<file path="config.mk">
export PLATFORM = sky130hd
export DESIGN_NAME = dcec_top
export DESIGN_NICKNAME = d
export VERILOG_FILES = /design/src/hw/dcec_pkg.sv /design/src/hw/dcec_irq_match.sv /design/src/hw/dcec_top.sv
export SDC_FILE = /design/constraint.sdc
export NUM_CORES = 1
export LEC_CHECK = 0
export BUFFER_PORTS_ARGS = -buffer_cell sky130_fd_sc_hd__buf_4
export CAP_MARGIN = 20
export CORE_UTILIZATION = 50
export DETAILED_ROUTE_END_ITERATION = 10
export PLACE_DENSITY = 0.84
export SKIP_LAST_GASP = 1
export SYNTH_ARGS = -nofsm -noshare
export SYNTH_HDL_FRONTEND = slang
export SYNTH_HIERARCHICAL = 1
export SYNTH_SLANG_ARGS = --single-unit
</file>
<file path="constraint.sdc">
create_clock -name sys_clk -period 1.8 [get_ports sys_clk]
set_clock_uncertainty 0.05 [all_clocks]
set_input_delay 0.18 -clock sys_clk [delete_from_list [all_inputs] [get_ports sys_clk]]
set_output_delay 0.18 -clock sys_clk [all_outputs]
set_load 0.02 [all_outputs]
</file>
<file path="src/hw/dcec_pkg.sv">
// package: register layout, reset values and carrier types for the channel event control block
package dcec_pkg;

    // register offsets (byte addresses on the plain register port)
    localparam logic [7:0] EVCTL_OFFSET = 8'h00;
    localparam logic [7:0] STATUS_OFFSET = 8'h04;

    // event control field positions
    localparam int ABORT_IRQ_LSB = 16;
    localparam int START_IRQ_LSB = 8;
    localparam int FORCE_BIT = 7;
    localparam int SW_ABORT_BIT = 6;
    localparam int PAT_EN_BIT = 5;
    localparam int START_EN_BIT = 4;
    localparam int ABORT_EN_BIT = 3;

    // status field positions (status register is write-one-to-clear on the flag)
    localparam int ABORT_FLAG_BIT = 0;
    localparam int CHAN_EN_BIT = 1;
    localparam int BUSY_BIT = 2;

    // reset values
    localparam logic [7:0] IRQ_NUM_RESET = 8'hff;
    localparam logic [31:0] RD_ZERO = 32'h0000_0000;

    // decoded trigger pulses; only start and abort go out toward the data mover
    typedef struct packed {
        logic start;
        logic abort;
        logic clear_enable;
    } dcec_trig_t;

    // stored configuration
    typedef struct packed {
        logic [7:0] abort_request_number;
        logic [7:0] start_request_number;
        logic pattern_abort_enable;
        logic start_trigger_enable;
        logic abort_trigger_enable;
    } dcec_cfg_t;

endpackage

</file>
<file path="src/hw/dcec_irq_match.sv">
// module: matches an interrupt request number against a selected number under an enable
`timescale 1ns/1ps
module dcec_irq_match #(
    parameter int NUM_W = 8
) (
    input wire logic sys_clk,
    input wire logic rst,
    input wire logic irq_valid,
    input wire logic [NUM_W-1:0] irq_num,
    input wire logic [NUM_W-1:0] sel_num,
    input wire logic enable,
    output logic hit
);

    typedef struct packed {
        logic hit;
    } dcec_match_state_t;

    dcec_match_state_t state_reg;
    dcec_match_state_t state_next;

    // a hit follows a matching request one cycle later and lasts as long as it; a cleared enable simply ignores the request
    always_comb
    begin
        state_next.hit = irq_valid && enable && (irq_num == sel_num);
    end

    always_ff @(posedge sys_clk)
    begin
        if (rst)
            state_reg <= '0;
        else
            state_reg <= state_next;
    end

    assign hit = state_reg.hit;

endmodule

</file>
<file path="src/hw/dcec_top.sv">
// module: event control register and trigger logic for one dma channel
`timescale 1ns/1ps
module dcec_top #(
    parameter int NUM_W = 8
) (
    input wire logic sys_clk,
    input wire logic rst,
    input wire logic [7:0] reg_addr,
    input wire logic [31:0] reg_wdata,
    input wire logic reg_wr,
    input wire logic reg_rd,
    output logic [31:0] reg_rdata,
    input wire logic irq_valid,
    input wire logic [NUM_W-1:0] irq_num,
    input wire logic pattern_match,
    input wire logic transfer_done,
    input wire logic channel_enable_set,
    output logic xfer_start,
    output logic xfer_abort,
    output logic channel_enable,
    output logic channel_abort_flag,
    output logic xfer_busy
);

    // ------------------------------------------------------------------
    // state
    // ------------------------------------------------------------------
    typedef struct packed {
        dcec_pkg::dcec_cfg_t cfg;
        dcec_pkg::dcec_trig_t trig;
        logic chan_en;
        logic abort_flag;
        logic busy;
        logic [31:0] rdata;
    } dcec_state_t;

    dcec_state_t state_reg;
    dcec_state_t state_next;
    logic start_hit;
    logic abort_hit;
    logic wr_evctl;
    logic wr_status;
    logic sw_start;
    logic sw_abort;
    logic pat_abort;
    logic any_abort;
    logic any_start;

    // ------------------------------------------------------------------
    // interrupt number matchers
    // ------------------------------------------------------------------
    // matcher output is registered, so interrupt-number triggers act two cycles after the request; pattern abort acts one cycle after the match
    dcec_irq_match #(.NUM_W(NUM_W)) u_start_match (
        .sys_clk(sys_clk),
        .rst(rst),
        .irq_valid(irq_valid),
        .irq_num(irq_num),
        .sel_num(state_reg.cfg.start_request_number),
        .enable(state_reg.cfg.start_trigger_enable),
        .hit(start_hit)
    );

    dcec_irq_match #(.NUM_W(NUM_W)) u_abort_match (
        .sys_clk(sys_clk),
        .rst(rst),
        .irq_valid(irq_valid),
        .irq_num(irq_num),
        .sel_num(state_reg.cfg.abort_request_number),
        .enable(state_reg.cfg.abort_trigger_enable),
        .hit(abort_hit)
    );

    // ------------------------------------------------------------------
    // decode of writes and trigger sources
    // ------------------------------------------------------------------
    assign wr_evctl = reg_wr && (reg_addr == dcec_pkg::EVCTL_OFFSET);
    assign wr_status = reg_wr && (reg_addr == dcec_pkg::STATUS_OFFSET);
    assign sw_start = wr_evctl && reg_wdata[dcec_pkg::FORCE_BIT];
    assign sw_abort = wr_evctl && reg_wdata[dcec_pkg::SW_ABORT_BIT];
    assign pat_abort = pattern_match && state_reg.cfg.pattern_abort_enable && state_reg.busy;
    assign any_abort = sw_abort || abort_hit || pat_abort;
    // abort wins over any start in the same cycle, so the channel stays idle
    assign any_start = (sw_start || start_hit) && !any_abort;

    // ------------------------------------------------------------------
    // next state
    // ------------------------------------------------------------------
    always_comb
    begin
        state_next = state_reg;
        if (wr_evctl)
        begin
            state_next.cfg.abort_request_number = reg_wdata[dcec_pkg::ABORT_IRQ_LSB +: 8];
            state_next.cfg.start_request_number = reg_wdata[dcec_pkg::START_IRQ_LSB +: 8];
            state_next.cfg.pattern_abort_enable = reg_wdata[dcec_pkg::PAT_EN_BIT];
            state_next.cfg.start_trigger_enable = reg_wdata[dcec_pkg::START_EN_BIT];
            state_next.cfg.abort_trigger_enable = reg_wdata[dcec_pkg::ABORT_EN_BIT];
        end
        state_next.trig.start = any_start;
        state_next.trig.abort = any_abort;
        state_next.trig.clear_enable = pat_abort;
        // busy runs from a start to done or abort
        if (any_abort || transfer_done)
            state_next.busy = 1'b0;
        else if (any_start)
            state_next.busy = 1'b1;
        // channel enable: set by the mover side, cleared by pattern abort
        if (pat_abort)
            state_next.chan_en = 1'b0;
        else if (channel_enable_set)
            state_next.chan_en = 1'b1;
        // interrupt-number abort sets the flag; set wins over a clear in the same cycle
        if (abort_hit)
            state_next.abort_flag = 1'b1;
        else if (wr_status && reg_wdata[dcec_pkg::ABORT_FLAG_BIT])
            state_next.abort_flag = 1'b0;
        // read data stands only in the cycle after the strobe
        state_next.rdata = dcec_pkg::RD_ZERO;
        if (reg_rd && reg_addr == dcec_pkg::EVCTL_OFFSET)
        begin
            // strobe bits and unimplemented ranges read as zero
            state_next.rdata[dcec_pkg::ABORT_IRQ_LSB +: 8] = state_reg.cfg.abort_request_number;
            state_next.rdata[dcec_pkg::START_IRQ_LSB +: 8] = state_reg.cfg.start_request_number;
            state_next.rdata[dcec_pkg::PAT_EN_BIT] = state_reg.cfg.pattern_abort_enable;
            state_next.rdata[dcec_pkg::START_EN_BIT] = state_reg.cfg.start_trigger_enable;
            state_next.rdata[dcec_pkg::ABORT_EN_BIT] = state_reg.cfg.abort_trigger_enable;
        end
        else if (reg_rd && reg_addr == dcec_pkg::STATUS_OFFSET)
        begin
            state_next.rdata[dcec_pkg::ABORT_FLAG_BIT] = state_reg.abort_flag;
            state_next.rdata[dcec_pkg::CHAN_EN_BIT] = state_reg.chan_en;
            state_next.rdata[dcec_pkg::BUSY_BIT] = state_reg.busy;
        end
    end

    // ------------------------------------------------------------------
    // registers
    // ------------------------------------------------------------------
    always_ff @(posedge sys_clk)
    begin
        if (rst)
        begin
            state_reg <= '0;
            state_reg.cfg.abort_request_number <= dcec_pkg::IRQ_NUM_RESET;
            state_reg.cfg.start_request_number <= dcec_pkg::IRQ_NUM_RESET;
        end
        else
            state_reg <= state_next;
    end

    assign reg_rdata = state_reg.rdata;
    assign xfer_start = state_reg.trig.start;
    assign xfer_abort = state_reg.trig.abort;
    assign channel_enable = state_reg.chan_en;
    assign channel_abort_flag = state_reg.abort_flag;
    assign xfer_busy = state_reg.busy;

    // ------------------------------------------------------------------
    // checks
    // ------------------------------------------------------------------
    // abort interrupt: flag and pulse together; the hardware set beats a software clear
    AST_ABORT_FLAG: assert property (@(posedge sys_clk) disable iff (rst)
        abort_hit |=> channel_abort_flag && xfer_abort)
        else $error("abort interrupt did not abort and flag");
    AST_FLAG_WINS: assert property (@(posedge sys_clk) disable iff (rst)
        (abort_hit && wr_status && reg_wdata[dcec_pkg::ABORT_FLAG_BIT])
        |=> channel_abort_flag)
        else $error("flag clear beat abort interrupt");
    // start selection both ways: no hit without a match, no enabled match without a hit
    AST_START_SEL: assert property (@(posedge sys_clk) disable iff (rst)
        start_hit |-> $past(irq_valid && irq_num == state_reg.cfg.start_request_number))
        else $error("start hit without matching number");
    AST_START_MATCH: assert property (@(posedge sys_clk) disable iff (rst)
        (irq_valid && state_reg.cfg.start_trigger_enable && irq_num == state_reg.cfg.start_request_number)
        |=> start_hit)
        else $error("matching start number gave no hit");
    AST_FORCE: assert property (@(posedge sys_clk) disable iff (rst)
        (sw_start && !any_abort) |=> xfer_start)
        else $error("forced start missing");
    AST_SW_ABORT: assert property (@(posedge sys_clk) disable iff (rst)
        sw_abort |=> xfer_abort && !xfer_busy)
        else $error("software abort missing");
    AST_PAT: assert property (@(posedge sys_clk) disable iff (rst)
        pat_abort |=> !channel_enable && xfer_abort)
        else $error("pattern abort did not clear enable");
    // with pattern abort disabled a match must not abort on its own
    AST_PAT_OFF: assert property (@(posedge sys_clk) disable iff (rst)
        (pattern_match && !state_reg.cfg.pattern_abort_enable && !sw_abort && !abort_hit)
        |=> !xfer_abort)
        else $error("disabled pattern match aborted");
    AST_START_IRQ: assert property (@(posedge sys_clk) disable iff (rst)
        (irq_valid && irq_num == state_reg.cfg.start_request_number && state_reg.cfg.start_trigger_enable
         && !sw_abort && !abort_hit && !pat_abort) |=> ##1 (xfer_start || xfer_abort))
        else $error("start interrupt lost");
    AST_START_OFF: assert property (@(posedge sys_clk) disable iff (rst)
        (irq_valid && !state_reg.cfg.start_trigger_enable) |=> !start_hit)
        else $error("disabled start interrupt acted");
    AST_ABORT_OFF: assert property (@(posedge sys_clk) disable iff (rst)
        (irq_valid && !state_reg.cfg.abort_trigger_enable) |=> !abort_hit)
        else $error("disabled abort interrupt acted");
    // read data: zero in reserved and strobe bits, and zero outside the answer cycle
    AST_RD_ZERO: assert property (@(posedge sys_clk) disable iff (rst)
        (reg_rd && reg_addr == dcec_pkg::EVCTL_OFFSET) |=> (reg_rdata[31:24] == 8'h00 && reg_rdata[7:6] == 2'h0
         && reg_rdata[2:0] == 3'h0))
        else $error("unimplemented bits not zero");
    AST_RD_IDLE: assert property (@(posedge sys_clk) disable iff (rst)
        !reg_rd |=> reg_rdata == dcec_pkg::RD_ZERO)
        else $error("read data outside answer cycle");
    // any abort source suppresses a start in the same cycle
    AST_PRIO: assert property (@(posedge sys_clk) disable iff (rst)
        (sw_start && sw_abort) |=> !xfer_start && !xfer_busy)
        else $error("abort did not win over forced start");
    AST_ABORT_SUPPRESS: assert property (@(posedge sys_clk) disable iff (rst)
        any_abort |=> !xfer_start)
        else $error("start issued beside an abort");

endmodule

</file>
# Yosys cells after proc, flatten, opt, wreduce, memory -nomap -nowiden
# Cells that the tools add are included.
# W data, S select, Z words.
[totals]
regBits = 58
out_inout_bits = 37
wordCells = 47
[op_classes]
eq_ne = 3
mux = 2
bitwise_logic = 2
reduce_logical = 25
[op_table]
columns = ["op", "count"]
rows = [
  ["$eq A8 B8 Y1", 2],
  ["$logic_and A1 B1 Y1", 14],
  ["$eq A8 B3 Y1 const B", 1],
  ["$logic_not A8 Y1", 1],
  ["$reduce_or A2 Y1", 3],
  ["$logic_or A1 B1 Y1", 4],
  ["$reduce_or A3 Y1", 1],
  ["$mux W1", 2],
  ["$not A1 Y1", 2],
  ["$reduce_bool A2 Y1", 1],
  ["$logic_not A1 Y1", 1],
]

# Longest topological paths before layout
[logic_depth]
word_depth = 7
depth_mapped = 5
ltp_nobuf = 3

# By module
# The synthesis kept the hierarchy.
[modules_own_cells]
columns = ["mod", "instances", "cells_per_inst", "area_per_inst_um2"]
rows = [
  ["dcec_top", 1, 185, 1889.3],
  ["dcec_irq_match", 2, 13, 120.1],
]

# Least setup slack after synthesis
# OpenSTA, ideal clock, no wires.
[synth_timing]
path_type = "input-to-reg"
startpoint = "input reg_addr[1]"
endpoint = "register state_reg[45] (netlist bit)"
setup_time_ns = 0.072
arrival_ns = 1.181
slack_ns = 0.497
stages = 5
n_path_buf = 2
path_cell_list = "nor4_2 > and3_4 > buf_12 > buf_12 > mux2i_1"
[synth_via]
elab_chain_cells = 2
[synth_rtl]
columns = ["item", "line", "text"]
rows = [
  ["start, declared", "dcec_top.sv:8", "input wire logic [7:0] reg_addr,"],
  ["$logic_not A8 Y1", "dcec_top.sv:76", "assign wr_evctl = reg_wr && (reg_addr == dcec_pkg::EVCTL_OFFSET);"],
  ["$logic_and A1 B1 Y1", "dcec_top.sv:76", ""],
  ["end signal, assigned", "dcec_top.sv:148", "state_reg <= state_next;"],
  ["end, declared", "dcec_top.sv:37", "dcec_state_t state_reg;"],
]
# Every way passes these cells.
# A chain may end at the register's enable or synchronous reset.

# Worst setup path after layout
[layout_timing]
startpoint = "input reg_addr[1]"
endpoint = "register state_reg[39] (netlist bit)"
# Same word-level chain as after synthesis.

==> flow_metrics.tcl <==
set metrics [dict create \
    worstPathMaxFanout 19 \
    routed_wl_mm 3.64 \
    pin_count 93 \
    grt_max_degree 46 \
    clk_pin_slew_worst_paths_ns 0.08 \
    regArea_um2 961 \
    grt_pass1_vias 1348 \
    muxShareOfSynthArea_pct 8.93 \
    yosysWarnings 6 \
    h-tree-depth 2 \
    postCtsResizedCells 0 \
    worst_ep_arrival_time_ns 1.43 \
    grt_first_pass_wirelength_mm 5.82 \
    placement_rows 23 \
    portBuffers 72 \
    max_clock_freq_ghz 0.788 \
    hpwl_mm 2.73 \
    synth_compound_area_share_pct 2.76 \
    syn_inst 211 \
    hold_viol 0 \
    grt-ovfl-total 0 \
    min_to "channel_enable$_SDFFE_PP0P_" \
    grt_setup_unrepaired "false" \
    r2r_end "xfer_busy$_SDFFE_PP0P_" \
    drc 0 \
    root_buffer "clkbuf_8" \
    worstSkewPairLatency_ns 0.29 \
    cts_tree "yes" \
    place_inst 302 \
    cts_hold_buf 0 \
    place_ws_ns 0.210 \
    required_ns 1.97 \
    peakVddDrop_uv 368 \
    drive_gt1_share_pct 32.4 \
    die_x_um 67.3 \
    setup_slack_ns 0.531 \
    synth-xor-area-share_pct 6.58 \
    cp-start-kind "input pin" \
    yosys.area_share.simple_pct 21.7 \
    avgViaCountPerCell 4.65 \
    power_leakage_nw 1.10 \
    maxCapViolations 0 \
    cts_sinks 48 \
    path_class "input pin to register" \
    antenna_found_initial 0 \
    rr_worst_depth 3 \
    final_nets 315 \
    syn_area_um2 2130 \
    synth_seq_cells 48 \
    multi_input_area_um2 888 \
    start_util_pct 52.5 \
    clk_path_buf_depth 2 \
    first_iter_violations 73 \
    n_fill_cell 363 \
    fp.coreArea_um2 4060 \
    cts_setup_buffers 0 \
    utilization_pct 62.5 \
    gp_congestion 0.710 \
    fin_crit_sh_pct 70.5 \
    fin_cells 309 \
    largest_reg_flops 22 \
    setup_viol 0 \
    final_antenna_net_count 0 \
    dr.pass1.iters 4 \
    period_needed_ns 1.27 \
    power_density_nw_per_um2 718 \
    routedWlPerCell_um 11.8 \
    cp-end-kind "register" \
    dieArea_um2 4520 \
    p_total_w 0.00182 \
    die_y_um 67.3 \
    area_growth_pct 19.2 \
    hold_depth 2 \
    crit_start "reg_addr[1]" \
    status "finished clean" \
    n_antenna_cell 0 \
    r2r_start "state_reg[40]$_SDFFE_PP0N_" \
    yosysSeqAreaShare_pct 45.1 \
    synth_top_family_by_area "simple AND/OR/NAND/NOR gates" \
    setup_tns_ns 0 \
    synth.avg_cell_area_um2 10.1 \
    holdCritStartpoint "channel_enable_set" \
    synth_fa_ha_area_share_pct 0 \
    synth_cell_types 27 \
    min_path_type "input pin to register" \
    track_usage_pct 17.4 \
    drv_slew 0 \
    r2r_setup_slack_ns 0.73 \
    vias 1436 \
    cts_inserted_buffers 5 \
]
cell usage in the layout (no fill, tap or decap):
master,instances
nor4_2,1
buf_4,73
nor4b_1,1
conb_1,10
clkbuf_8,5
and3b_1,1
o21a_1,1
xnor2_1,16
mux2i_1,19
nand4b_1,2
a21oi_1,1
clkbuf_1,1
clkinv_2,1
dfxtp_1,48
and3_4,1
and2_1,22
nand2b_1,6
nand4_1,3
nor2_1,32
o211a_1,1
nor4_4,1
a31oi_1,3
nor3_2,2
o21bai_1,1
and4b_1,3
a41o_1,1
nor3b_1,1
nand3_1,2
per-layer routing:
layer / up-vias / GRT usage (%) / wire, µm
li1: 744 / - / -
met1: 641 / 21.2 / 1590
met2: 46 / 28.2 / 1770
met3: 5 / 5.57 / 228
met4: 0 / 7.18 / 49
met5: - / 0 / 0
stage by stage:
| step | instance area (µm²) | hold WS, ns |
|---|---|---|
| final | 2540 | 0.0289 |
| after floorplan | 2160 | 0.240 |
| after CTS | 2540 | 0.0248 |
| after global routing | 2540 | 0.0336 |
| after global placement | 2460 | 0.326 |
| after detailed placement | 2460 | 0.330 |
Yosys cell counts (all sizes together):
cell type  number  area [µm²]
o211a           1        10.0
nor3b           1        7.51
nor4            2        33.8
conb            1        3.75
a31oi           3        18.8
clkbuf          5        18.8
a41o            1        10.0
dfxtp          48         961
nand4           3        18.8
nor4b           1        8.76
o21a            1        7.51
nand3           2        10.0
and4b           3        30.0
nor3            2        20.0
and3b           1        8.76
nand2b          6        37.5
a21oi           1        5.00
buf            36         295
o21bai          1        7.51
and3            1        11.3
nor2           32         120
and2           22         138
mux2i          19         190
xnor2          16         140
nand4b          2        17.5
report_power, final:
part	leakage (nW)	internal, W	switching (W)	total [W]
logic	0.667	0.0000920	0.0000757	0.000168
registers	0.387	0.00106	0.00000150	0.00106
clock network	0.0410	0.000264	0.000324	0.000589
worst max-delay path, cell delays in order:
cell and delay (ns):
buf_4 0.12, nor4_2 0.41, and3_4 0.48, mux2i_1 0.25
worst max-delay path by stage:
stage	end	slack [ns]
after global placement	state_reg[42]$_SDFFE_PP1N_	0.29
after floorplan	state_reg[45]$_SDFFE_PP1N_	0.50
after detailed placement	state_reg[39]$_SDFFE_PP0N_	0.21
after global routing	state_reg[39]$_SDFFE_PP0N_	0.42
final	state_reg[39]$_SDFFE_PP0N_	0.53
after CTS	state_reg[39]$_SDFFE_PP0N_	0.52
kinds of logic (layout without fill, tap and decap cells):
kind of cell    count (synthesis)  in the layout
simple gates                   78             78
flops                          48             48
buf+inv                        41             80
mux                            19             19
xor+xnor                       16             16
compound gates                  8              8
other cells                     1             10
layout make-up:
cell class,count,area share [%]
Timing Repair Buffer,73,21.6
Sequential cell,48,37.9
Clock buffer,6,2.86
Multi-Input combinational cell,131,35.0
Tap cell,50,2.47
Clock inverter,1,0.197
No activity file was read; power rests on OpenSTA's default activity.
